--- src/hdl/uif_params.svh ---
`ifndef UIF_PARAMS_SVH
`define UIF_PARAMS_SVH
// ****************************************
// Register offsets
// ****************************************
`define UIF_OFS_EVT 8'h00
`define UIF_OFS_EEN 8'h04
`define UIF_OFS_ERR 8'h08
`define UIF_OFS_RER 8'h0c
`define UIF_OFS_TOK 8'h10
`define UIF_OFS_MOD 8'h14
// ****************************************
// Field positions
// ****************************************
`define UIF_B_STALL 7
`define UIF_B_ATTACH 6
`define UIF_B_RESUME 5
`define UIF_B_IDLE 4
`define UIF_B_TOKEN 3
`define UIF_B_SOF 2
`define UIF_B_SUMMARY 1
`define UIF_B_RSTDET 0
`define UIF_E_STUFF 7
`define UIF_E_DMA 5
`define UIF_E_TURN 4
`define UIF_E_FIELD 3
`define UIF_E_CRC16 2
`define UIF_E_TOKCRC 1
`define UIF_E_PID 0
`define UIF_M_HOST 0
`define UIF_M_LOWSPD 1
// ****************************************
// Reset values and masks
// ****************************************
`define UIF_RST8 8'h00
`define UIF_RST32 32'h00000000
`define UIF_ERR_MASK 8'hbf
`define UIF_HSIZE_WORD 3'h2
// ****************************************
// Timing and token queue depth
// ****************************************
`define UIF_CLK_KHZ 40000
`define UIF_T_RESUME_NS 2500
`define UIF_T_RESET_NS 2500
`define UIF_T_ATTACH_NS 2500
`define UIF_T_IDLE_MS 3
`define UIF_CYC_MIN_NS(ns) (((ns) * `UIF_CLK_KHZ + 999999) / 1000000)
`define UIF_CYC_IDLE (`UIF_T_IDLE_MS * `UIF_CLK_KHZ)
`define UIF_TOK_DEPTH 4
`endif

--- src/hdl/uif_pkg.sv ---
package uif_pkg;
   typedef struct packed {
      logic        hsel;
      logic [7:0]  haddr;
      logic [1:0]  htrans;
      logic        hwrite;
      logic [2:0]  hsize;
      logic        hready;
      logic [31:0] hwdata;
   } uif_ahb_req_t;
   typedef struct packed {
      logic [31:0] hrdata;
      logic        hreadyout;
      logic        hresp;
   } uif_ahb_rsp_t;
   typedef struct packed {
      logic dp;
      logic dm;
   } uif_line_t;
   typedef enum logic [1:0] {
      UIF_SE0,
      UIF_J,
      UIF_K,
      UIF_SE1
   } uif_lstate_t;
endpackage : uif_pkg

--- src/hdl/uif_top.sv ---
// The AHB-Lite register port and the register offsets were chosen for this implementation.
`timescale 1ns/10ps
`include "uif_params.svh"

// ****************************************
// Held-condition detector
// ****************************************
module uif_hold_det #(
   parameter int CYC = 100
) (
   input  wire logic ref_clk,
   input  wire logic reset_n,
   input  wire logic cond,
   output logic      fire
);
   logic [31:0] cnt_reg;
   // Fires once per unbroken period; rearms only when cond drops
   always_ff @(posedge ref_clk or negedge reset_n) begin
      if (!reset_n) begin
         cnt_reg <= `UIF_RST32;
      end else if (!cond) begin
         cnt_reg <= `UIF_RST32;
      end else if (cnt_reg < 32'(CYC)) begin
         cnt_reg <= cnt_reg + 32'h1;
      end
   end
   always_ff @(posedge ref_clk or negedge reset_n) begin
      if (!reset_n) begin
         fire <= 1'b0;
      end else begin
         fire <= cond && (cnt_reg == 32'(CYC - 1));
      end
   end
endmodule : uif_hold_det

// ****************************************
// Top
// ****************************************
module uif_top
   import uif_pkg::*;
#(
   parameter int IDLE_CYC = `UIF_CYC_IDLE
) (
   input  wire logic         ref_clk,
   input  wire logic         reset_n,
   input  wire uif_ahb_req_t ahbReq,
   output uif_ahb_rsp_t      ahbRsp,
   input  wire uif_line_t    usbLine,
   input  wire logic         busActivity,
   input  wire logic         stallSent,
   input  wire logic         tokenDone,
   input  wire logic [7:0]   tokenInfo,
   input  wire logic         sofToken,
   input  wire logic         sofThreshold,
   input  wire logic         stuffError,
   input  wire logic         turnTimeout,
   input  wire logic         fieldSizeError,
   input  wire logic         crc16Fail,
   input  wire logic         crc16Pass,
   input  wire logic         tokenCrcError,
   input  wire logic         frameEndError,
   input  wire logic         pidFail,
   input  wire logic         rxByteStrobe,
   input  wire logic [9:0]   rxByteCount,
   input  wire logic [9:0]   descByteCount,
   output logic              rxByteStore,
   output logic              usbIrq
);
   localparam int RESUME_CYC = `UIF_CYC_MIN_NS(`UIF_T_RESUME_NS);
   localparam int RESET_CYC  = `UIF_CYC_MIN_NS(`UIF_T_RESET_NS);
   localparam int ATTACH_CYC = `UIF_CYC_MIN_NS(`UIF_T_ATTACH_NS);

   logic        dphValid_reg;
   logic        dphWrite_reg;
   logic [7:0]  dphAddr_reg;
   logic [2:0]  dphSize_reg;
   logic        rdDone_reg;
   logic [31:0] rdData_reg;
   logic        readyOut;
   logic        wrWord;
   logic        wrEvt;
   logic        wrEen;
   logic        wrErr;
   logic        wrRer;
   logic        wrMod;
   logic [7:0]  evtFlags_reg;
   logic [7:0]  evtEn_reg;
   logic [7:0]  errFlags_reg;
   logic [7:0]  errEn_reg;
   logic [1:0]  mode_reg;
   logic        hostMode;
   logic        lowSpeed;
   uif_lstate_t lineState;
   logic        resumeFire;
   logic        se0Fire;
   logic        attachFire;
   logic        idleFire;
   logic [7:0]  evtSet;
   logic [7:0]  evtClr;
   logic [7:0]  errSet;
   logic [7:0]  errClr;
   logic [7:0]  evtView;
   logic [7:0]  evtEnView;
   logic        errSummary;
   logic        tokNotEmpty;
   logic        tokPop;
   logic        tokPush;
   logic [7:0]  tokMem [`UIF_TOK_DEPTH];
   logic [1:0]  tokRd_reg;
   logic [1:0]  tokWr_reg;
   logic [2:0]  tokCnt_reg;
   logic        dmaOver;
   logic [31:0] rdValue;

   assign hostMode = mode_reg[`UIF_M_HOST];
   assign lowSpeed = mode_reg[`UIF_M_LOWSPD];

   // ****************************************
   // AHB-Lite slave
   // ****************************************
   // Reads take one wait state so that hrdata comes from a flop and
   // reflects any write completed in the cycle before.
   assign readyOut = !(dphValid_reg && !dphWrite_reg && !rdDone_reg);

   always_ff @(posedge ref_clk or negedge reset_n) begin
      if (!reset_n) begin
         dphValid_reg <= 1'b0;
         dphWrite_reg <= 1'b0;
         dphAddr_reg  <= `UIF_RST8;
         dphSize_reg  <= 3'h0;
      end else if (ahbReq.hready) begin
         dphValid_reg <= ahbReq.hsel && ahbReq.htrans[1];
         dphWrite_reg <= ahbReq.hwrite;
         dphAddr_reg  <= ahbReq.haddr;
         dphSize_reg  <= ahbReq.hsize;
      end
   end

   always_ff @(posedge ref_clk or negedge reset_n) begin
      if (!reset_n) begin
         rdDone_reg <= 1'b0;
      end else begin
         rdDone_reg <= !readyOut;
      end
   end

   always_ff @(posedge ref_clk or negedge reset_n) begin
      if (!reset_n) begin
         rdData_reg <= `UIF_RST32;
      end else if (!readyOut) begin
         rdData_reg <= rdValue;
      end
   end

   // Narrow writes are ignored: a byte write must not clear flags
   assign wrWord = dphValid_reg && dphWrite_reg && readyOut
                   && (dphSize_reg == `UIF_HSIZE_WORD);
   assign wrEvt = wrWord && (dphAddr_reg == `UIF_OFS_EVT);
   assign wrEen = wrWord && (dphAddr_reg == `UIF_OFS_EEN);
   assign wrErr = wrWord && (dphAddr_reg == `UIF_OFS_ERR);
   assign wrRer = wrWord && (dphAddr_reg == `UIF_OFS_RER);
   assign wrMod = wrWord && (dphAddr_reg == `UIF_OFS_MOD);

   always_comb begin
      rdValue = `UIF_RST32;
      case (dphAddr_reg)
         `UIF_OFS_EVT: rdValue = {24'h0, evtView};
         `UIF_OFS_EEN: rdValue = {24'h0, evtEnView};
         `UIF_OFS_ERR: rdValue = {24'h0, errFlags_reg};
         `UIF_OFS_RER: rdValue = {24'h0, errEn_reg};
         `UIF_OFS_TOK: rdValue = {24'h0, tokMem[tokRd_reg]};
         `UIF_OFS_MOD: rdValue = {30'h0, mode_reg};
         default:      rdValue = `UIF_RST32;
      endcase
   end

   assign ahbRsp.hrdata    = rdData_reg;
   assign ahbRsp.hreadyout = readyOut;
   assign ahbRsp.hresp     = 1'b0;

   // ****************************************
   // Control registers
   // ****************************************
   always_ff @(posedge ref_clk or negedge reset_n) begin
      if (!reset_n) begin
         evtEn_reg <= `UIF_RST8;
      end else if (wrEen) begin
         evtEn_reg <= ahbReq.hwdata[7:0];
      end
   end

   always_ff @(posedge ref_clk or negedge reset_n) begin
      if (!reset_n) begin
         errEn_reg <= `UIF_RST8;
      end else if (wrRer) begin
         errEn_reg <= ahbReq.hwdata[7:0] & `UIF_ERR_MASK;
      end
   end

   always_ff @(posedge ref_clk or negedge reset_n) begin
      if (!reset_n) begin
         mode_reg <= 2'h0;
      end else if (wrMod) begin
         mode_reg <= ahbReq.hwdata[1:0];
      end
   end

   // ****************************************
   // Line state decode
   // ****************************************
   // J and K swap with speed; SE1 is treated as neither
   always_comb begin
      case ({usbLine.dp, usbLine.dm})
         2'b00:   lineState = UIF_SE0;
         2'b10:   lineState = lowSpeed ? UIF_K : UIF_J;
         2'b01:   lineState = lowSpeed ? UIF_J : UIF_K;
         default: lineState = UIF_SE1;
      endcase
   end

   uif_hold_det #(.CYC(RESUME_CYC)) uResume (
      .ref_clk (ref_clk),
      .reset_n (reset_n),
      .cond    (lineState == UIF_K),
      .fire    (resumeFire)
   );

   // Device: bus reset; host: peripheral removal shows as held SE0
   uif_hold_det #(.CYC(RESET_CYC)) uSe0 (
      .ref_clk (ref_clk),
      .reset_n (reset_n),
      .cond    (lineState == UIF_SE0),
      .fire    (se0Fire)
   );

   uif_hold_det #(.CYC(ATTACH_CYC)) uAttach (
      .ref_clk (ref_clk),
      .reset_n (reset_n),
      .cond    (hostMode && (lineState != UIF_SE0) && !busActivity),
      .fire    (attachFire)
   );

   uif_hold_det #(.CYC(IDLE_CYC)) uIdle (
      .ref_clk (ref_clk),
      .reset_n (reset_n),
      .cond    (lineState == UIF_J),
      .fire    (idleFire)
   );

   // ****************************************
   // Event flags
   // ****************************************
   always_comb begin
      evtSet = `UIF_RST8;
      evtSet[`UIF_B_STALL]  = stallSent;
      evtSet[`UIF_B_ATTACH] = attachFire && hostMode;
      evtSet[`UIF_B_RESUME] = resumeFire;
      evtSet[`UIF_B_IDLE]   = idleFire;
      evtSet[`UIF_B_SOF]    = hostMode ? sofThreshold : sofToken;
      evtSet[`UIF_B_RSTDET] = se0Fire;
   end

   assign evtClr = wrEvt ? ahbReq.hwdata[7:0] : `UIF_RST8;

   // Set wins over a clear in the same cycle
   always_ff @(posedge ref_clk or negedge reset_n) begin
      if (!reset_n) begin
         evtFlags_reg <= `UIF_RST8;
      end else begin
         evtFlags_reg <= (evtFlags_reg & ~evtClr) | evtSet;
      end
   end

   assign errSummary = |(errFlags_reg & errEn_reg);

   always_comb begin
      evtView = evtFlags_reg;
      evtView[`UIF_B_ATTACH]  = evtFlags_reg[`UIF_B_ATTACH] && hostMode;
      evtView[`UIF_B_TOKEN]   = tokNotEmpty;
      evtView[`UIF_B_SUMMARY] = errSummary;
   end

   always_comb begin
      evtEnView = evtEn_reg;
      evtEnView[`UIF_B_ATTACH] = evtEn_reg[`UIF_B_ATTACH] && hostMode;
   end

   // ****************************************
   // Token status queue
   // ****************************************
   // A token finishing while the queue is full is dropped; the engine
   // is expected to hold off until software has drained it.
   assign tokNotEmpty = (tokCnt_reg != 3'h0);
   assign tokPop  = evtClr[`UIF_B_TOKEN] && tokNotEmpty;
   assign tokPush = tokenDone && (tokCnt_reg != 3'(`UIF_TOK_DEPTH));

   always_ff @(posedge ref_clk) begin
      if (tokPush) begin
         tokMem[tokWr_reg] <= tokenInfo;
      end
   end

   always_ff @(posedge ref_clk or negedge reset_n) begin
      if (!reset_n) begin
         tokWr_reg <= 2'h0;
         tokRd_reg <= 2'h0;
      end else begin
         if (tokPush) begin
            tokWr_reg <= tokWr_reg + 2'h1;
         end
         if (tokPop) begin
            tokRd_reg <= tokRd_reg + 2'h1;
         end
      end
   end

   always_ff @(posedge ref_clk or negedge reset_n) begin
      if (!reset_n) begin
         tokCnt_reg <= 3'h0;
      end else begin
         case ({tokPush, tokPop})
            2'b10:   tokCnt_reg <= tokCnt_reg + 3'h1;
            2'b01:   tokCnt_reg <= tokCnt_reg - 3'h1;
            default: tokCnt_reg <= tokCnt_reg;
         endcase
      end
   end

   // ****************************************
   // Receive overrun and truncation
   // ****************************************
   assign dmaOver = rxByteStrobe && (rxByteCount > descByteCount);

   always_ff @(posedge ref_clk or negedge reset_n) begin
      if (!reset_n) begin
         rxByteStore <= 1'b0;
      end else begin
         rxByteStore <= rxByteStrobe && !dmaOver;
      end
   end

   // ****************************************
   // Error flags
   // ****************************************
   always_comb begin
      errSet = `UIF_RST8;
      errSet[`UIF_E_STUFF]  = stuffError;
      errSet[`UIF_E_DMA]    = dmaOver;
      errSet[`UIF_E_TURN]   = turnTimeout;
      errSet[`UIF_E_FIELD]  = fieldSizeError;
      errSet[`UIF_E_CRC16]  = crc16Fail && !crc16Pass;
      errSet[`UIF_E_TOKCRC] = hostMode ? frameEndError : tokenCrcError;
      errSet[`UIF_E_PID]    = pidFail;
   end

   assign errClr = wrErr ? ahbReq.hwdata[7:0] : `UIF_RST8;

   always_ff @(posedge ref_clk or negedge reset_n) begin
      if (!reset_n) begin
         errFlags_reg <= `UIF_RST8;
      end else begin
         errFlags_reg <= (errFlags_reg & ~errClr) | errSet;
      end
   end

   // ****************************************
   // Interrupt request
   // ****************************************
   always_ff @(posedge ref_clk or negedge reset_n) begin
      if (!reset_n) begin
         usbIrq <= 1'b0;
      end else begin
         usbIrq <= |(evtView & evtEnView);
      end
   end
endmodule : uif_top

--- config.mk ---
export PLATFORM = sky130hd
export DESIGN_NAME = uif_top
export DESIGN_NICKNAME = d
export VERILOG_FILES = /design/src/hdl/uif_pkg.sv /design/src/hdl/uif_top.sv
export VERILOG_INCLUDE_DIRS = /design/src /design/src/hdl
export SDC_FILE = /design/constraint.sdc
export NUM_CORES = 1
export LEC_CHECK = 0
export BUFFER_PORTS_ARGS = -buffer_cell sky130_fd_sc_hd__buf_2
export CAP_MARGIN = 20
export CORE_MARGIN = 4
export CORE_UTILIZATION = 40
export DETAILED_ROUTE_END_ITERATION = 10
export REMOVE_ABC_BUFFERS = 1
export SKIP_LAST_GASP = 1
export SYNTH_ARGS = -nofsm -noshare
export SYNTH_HDL_FRONTEND = slang
export SYNTH_SLANG_ARGS = --single-unit
--- constraint.sdc ---
create_clock -name ref_clk -period 3.85 [get_ports ref_clk]
set_input_delay 0.1925 -clock ref_clk [delete_from_list [all_inputs] [get_ports ref_clk]]
set_output_delay 0.1925 -clock ref_clk [all_outputs]
set_load 0.05 [all_outputs]
; ---- After elaboration in Yosys (flattened, before gate mapping)
; Memories as Yosys holds them, arrays and structs flattened.
; Cells that the tools add are included.
; W data, S select, Z words.
[totals]
regBits = 220
mem_bits_rw = 32
inputBits = 94
memories = 1
[classes]
n_addsub = 8
n_lt_le_gt_ge = 5
n_eq_ne = 21
n_mux = 19
bitwise_logic = 8
reduce_logical = 39
[mem_list]
columns = memory, depth, width, rd, rd_clocked_by_memory_dff, write_ports, line
row1 = tokMem, 4, 8, 1, 0, 1, uif_top.sv:108  ; logic [7:0] tokMem [`UIF_TOK_DEPTH];
[ops]
columns = operator, count
row1 = $mux W32, 8
row2 = $add A32 B1 Y32 const B, 4
row3 = $eq A32 B7 Y1 const B, 3
row4 = $lt A32 B7 Y1 const B, 3
row5 = $pmux W8 S6, 1
row6 = $and A8 B8 Y8, 4
row7 = $eq A32 B17 Y1 const B, 1
row8 = $lt A32 B17 Y1 const B, 1
row9 = $logic_and A1 B1 Y1, 25
row10 = $eq A8 B4 Y1 const B, 2
row11 = $eq A8 B5 Y1 const B, 2
row12 = $mux W8, 2
row13 = $not A8 Y8, 2
row14 = $or A8 B8 Y8, 2
row15 = $reduce_or A8 Y1, 2
row16 = $gt A10 B10 Y1, 1
row17 = $eq A8 B3 Y1 const B, 1
row18 = $logic_not A8 Y1, 1
row19 = $ne A2 B2 Y1 const B, 4
row20 = $eq A2 B1 Y1 const B, 3
row21 = $eq A2 B2 Y1 const B, 3
row22 = $logic_not A1 Y1, 6
row23 = $pmux W2 S3, 1
row24 = $pmux W3 S2, 1
row25 = other kinds (10), 17

; ---- Logic depth before layout (Yosys ltp)
[logic_depth]
depth_word = 11
mapped_depth = 10

; ---- Hierarchy
; From an unflattened synthesis, not the netlist that was laid out.
[unflattened]
cells_unflattened = 819
hier_area_um2 = 10158.5
[modules_own_cells]
columns = module, instances, cells_per_inst, area_per_inst_um2, seq_area_each_um2
row1 = uif_top, 1, 359, 4659.5, 2512.4
row2 = uif_hold_det at uAttach ..., 3, 103, 1291.2, 825.8
row3 = uif_hold_det at uIdle, 1, 151, 1625.3, 825.8

; ---- Least setup slack after synthesis
; Ideal clock, no wire load.
[synth_path]
kind = register to register
startpoint = reg dphAddr_reg[5]
endpoint = reg tokCnt_reg[2]
setup_time_ps = 79
t_arrival_ps = 2790
required_time_ps = 3771
setup_slack_ps = 981
path_stages_with_launch = 11
n_path_buf = 0
cell_sequence = dfrtp_1 -> or4_4 -> nor4_1 -> nor3b_2 -> and3_4 -> ha_1 -> inv_1 -> fa_1 -> xor2_1 -> nor2_1 -> xor2_1
[synth_via]
elab_chain_cells = 6
[synth_rtl]
columns = element, line
row1 = "start, declared", uif_top.sv:75  ; logic [7:0] dphAddr_reg;
row2 = "start signal, assigned", uif_top.sv:129  ; dphAddr_reg <= `UIF_RST8;
row3 = "start signal, assigned", uif_top.sv:134  ; dphAddr_reg <= ahbReq.haddr;
row4 = $logic_not A8 Y1 *, n/a
row5 = $logic_and A1 B1 Y1 *, uif_top.sv:158  ; assign wrEvt = wrWord && (dphAddr_reg == `UIF_OFS_EVT);
row6 = $mux W8 (no source line) *, n/a
row7 = $logic_and A1 B1 Y1 *, uif_top.sv:294  ; assign tokPop = evtClr[`UIF_B_TOKEN] && tokNotEmpty;
row8 = via tokPop, uif_top.sv:106  ; logic tokPop;
row9 = $eq A2 B1 Y1 / $eq A2 B2 Y1 (equally long branches), uif_top.sv:321  ; case ({tokPush, tokPop})
row10 = $pmux W3 S2 / $reduce_bool A2 Y1 (equally long branches), n/a
row11 = "end signal, assigned", uif_top.sv:322  ; 2'b10: tokCnt_reg <= tokCnt_reg + 3'h1;
row12 = "end signal, assigned", uif_top.sv:323  ; 2'b01: tokCnt_reg <= tokCnt_reg - 3'h1;
row13 = "end signal, assigned", uif_top.sv:324  ; default: tokCnt_reg <= tokCnt_reg;
row14 = "end, declared", uif_top.sv:111  ; logic [2:0] tokCnt_reg;
; The timed path passes the listed nets; every way through them passes the cells marked *.
; A chain may end at the register's enable or synchronous reset.

; ---- Worst setup path after layout
; Same ends and word-level chain as after synthesis.

==> reports/results.ini <==
[drt]
post_drt_via_cell_ratio=5.09
detail-route-antenna-nets=0
drt_first_iter_violations=392
met2_length_um=8380
routedWlPerCell_um=15.5
drc=0
finalWirelength_um=19800
routed-wl-met3_um=1210
drt_pre_antenna_iters=5
routedLengthMet1_um=9730
dr.max_layer_used=met5
detailroute.via_count=6486

[timing]
finalSetupViolCount=0
max_freq_mhz=332
hold_violation_total_from_the_final_report=0
maxSlewViolCount=0
layout_worst_path_cycle_share=0.782
post-route-worst-setup-slack_ns=0.839
period_needed_ns=3.01
worst_case_headroom_to_the_max_slew_limit=0.365
hold_ws_ns=0.0685
grt_setup_unrepaired=no
worst-slew-pin-transition_ns=0.952
final.setup.tns_ns=0
finClkSkew_ns=0.0107

[cells_and_area]
multi_input_gate_area_in_the_final_layout_um2=3690
fill_cells=2101
drive_above_1_share=0.183
final_cells=1275
final_cell_area_um2=11700
area_growth_pct=19.5
finish.net_count=1053
register_area_um2=5820

[hold_path]
hold_wc_path_type=input pin to flop
timing.hold.worst_path_depth=3
hold-path-endpoint=evtFlags_reg[2]
worstHoldStart=sofToken

[synthesis]
post_synthesis_sequential_area_ratio=0.595
synth_flop_cell=sky130_fd_sc_hd__dfrtp_1
synth_warnings=0
synth_async_sr_flop_share=0.858
synth_enable_flop_cells=32
post_synthesis_cell_area_um2=9780
synth.lib_cells_used.distinct=68
synthTopCellsByArea=sky130_fd_sc_hd__dfrtp_1, sky130_fd_sc_hd__edfxtp_1, sky130_fd_sc_hd__and2_1
yosys.area.top_type_share=0.496
synth_top_area_cell=sky130_fd_sc_hd__dfrtp_1
postSynthAreaPerCell_um2=12.1
synthesized_netlist_cell_count=806
postSynthRegisterBits=226

[global_route]
first_global_vias=6390
grt_max_degree=87
antenna_violations_before_repair=2
grt_pass1_wl_um=32800
global_route.overflow_total=0
grt.total_usage=0.149

[outcome]
outcome=finished, final reports clean

[critical_path]
cp_slowest_cell=sky130_fd_sc_hd__or4_4
critical_path.reg2reg.startpoint=dphAddr_reg[5]
rr_worst_depth=10
crit_type=flop to flop
worst_ep_required_time_ns=4.28
worst_path_largest_cell_delay_ns=0.57
path_cells=or4_4 -> nor4_1 -> nor3b_2 -> and3_4 -> ha_1 -> inv_1 -> fa_1 -> xor2_1 -> nor2_1 -> xor2_1
critPathLaunchType=flop
reg_to_reg_slack_setup_ns=0.84
cp.arrival_ns=3.44
kind_of_end_point_of_the_critical_path=flop
cell_mode_on_critical_path=sky130_fd_sc_hd__xor2_1
setup.worst_path.start=dphAddr_reg[5]
timing.rr.end=tokCnt_reg[2]
crit_fanout=4

[cts]
cts.htree.levels=1
cts-buffers-inserted=25
clock-sinks=226
clk_path_buf_depth=3
clkTransAtPathRegs_ns=0.06
clockRootBuffer=sky130_fd_sc_hd__clkbuf_16
post_cts.repair.setup_buffers=0
cts_tree=done
clock_latency_of_the_later_clocked_register_in_the_worst_skew_pair_ns=0.51

[place]
numPlacedInstances=1186
dpl-instance-area_um2=10500
placement.setup.worst_slack_ns=0.811
place.detailed.hpwl_um=13300
buffer_ports.inserted=79
place.gp.congestion=0.805

[die]
rows=56
dieArea_um2=27000
initial_core_util=0.412
floorplan.core_area_um2=23800
die_width_um=164
ios=130
die_extent_in_y_um=164

[power_and_ir_drop]
vdd_ir_drop_max_uv=397
leakage_nw=5.39
cellPowerDensity_nw_per_um2=467

[run]
timing.max_cap.violations=0

-- worst max-delay path: cells and delay by family (launching register included) --
family	cells	cell delay, ns
xor+xnor	2	0.30
fa+ha+maj	2	0.55
buf+inv	1	0.06
flops	1	0.37
simple gates	5	1.66
-- placed cells by master (no fill, tap or decap), drive strengths merged, types with 9 or more instances in the layout --
cell type and count:
nand3 21, clkbuf 39, and2 83, ha 19
nor3 14, o21ai 20, nor4 33, mux2 32
nand4 12, or4 9, buf 87, edfxtp 32
a21o 11, inv 24, xnor2 15, nand2 49
and3 16, a21oi 14, mux2i 12, conb 25
dlygate4sd3 45, dfrtp 194, nor2 42
-- layout make-up --
type                       count  share of cell area
sequential                   226               0.497
multi-input combinational    530               0.315
timing repair buffer         133              0.0799
clock buffer                  38              0.0629
tap                          319              0.0341
inverter                      23             0.00738
clock inverter                 5             0.00257
antenna                        1            0.000214
-- cell families after synthesis --
group,Yosys count,synth area share
and+or+nand+nor,314,0.185
DFF,226,0.595
AOI/OAI and AO/OA,99,0.0700
buffers and inverters,74,0.0385
muxes,52,0.0675
adders and majority gates,20,0.0263
xor gates and xnor gates,20,0.0179
other,1,0.000383
-- stage by stage --
| stage | utilization | total power, W |
|---|---|---|
| 4_1_cts | 0.492 | 0.00554 |
| 3_3_place_gp | 0.441 | 0.00326 |
| 3_5_place_dp | 0.441 | 0.00327 |
| 6_report | 0.492 | 0.00546 |
| 5_1_grt | 0.492 | 0.00570 |
| 2_1_floorplan | - | 0.00305 |
-- synth_stat cells (all sizes together), types with 4 or more instances --
| cell | count |
|---|---|
| dfrtp | 194 |
| and2 | 83 |
| nand2 | 49 |
| nor2 | 42 |
| nor4 | 33 |
| edfxtp | 32 |
| mux2 | 32 |
| buf | 28 |
| clkbuf | 23 |
| inv | 23 |
| nand3 | 21 |
| o21ai | 20 |
| ha | 19 |
| and3 | 16 |
| xnor2 | 15 |
| a21oi | 14 |
| nor3 | 14 |
| mux2i | 12 |
| nand4 | 12 |
| a21o | 11 |
| or4 | 9 |
| mux4 | 8 |
| o211ai | 8 |
| or3 | 7 |
| a31oi | 5 |
| nor2b | 5 |
| nor4b | 5 |
| o21a | 5 |
| xor2 | 5 |
| a22o | 4 |
| and4 | 4 |
| o22ai | 4 |
-- timing repair --
item,CTS,global route
setup endpoints to repair,0,0
hold endpoints to repair,157,0
gates resized for setup,0,0
hold buffers,45,0
-- routing by layer --
| metal | GRT usage | vias up |
|---|---|---|
| met4 | 0.0416 | 2 |
| met5 | 0 | - |
| li1 | - | 3127 |
| met3 | 0.0265 | 40 |
| met1 | 0.228 | 3145 |
| met2 | 0.218 | 172 |
-- power breakdown --
group	total, W	switching, W	internal [W]
clock	0.00221	0.000895	0.00131
combinational	0.000620	0.000418	0.000202
sequential	0.00263	0.0000655	0.00257
-- how the worst max path moves through the flow --
stage	end	depth (start not counted)	slack [ns]
global placement	tokCnt_reg[2]	10	0.88
CTS	tokCnt_reg[2]	10	0.81
detailed placement	tokCnt_reg[2]	10	0.81
finish	tokCnt_reg[2]	10	0.84
global route	tokCnt_reg[2]	10	0.63
floorplan	tokCnt_reg[2]	10	0.98
(Power assumes the default switching activity.)
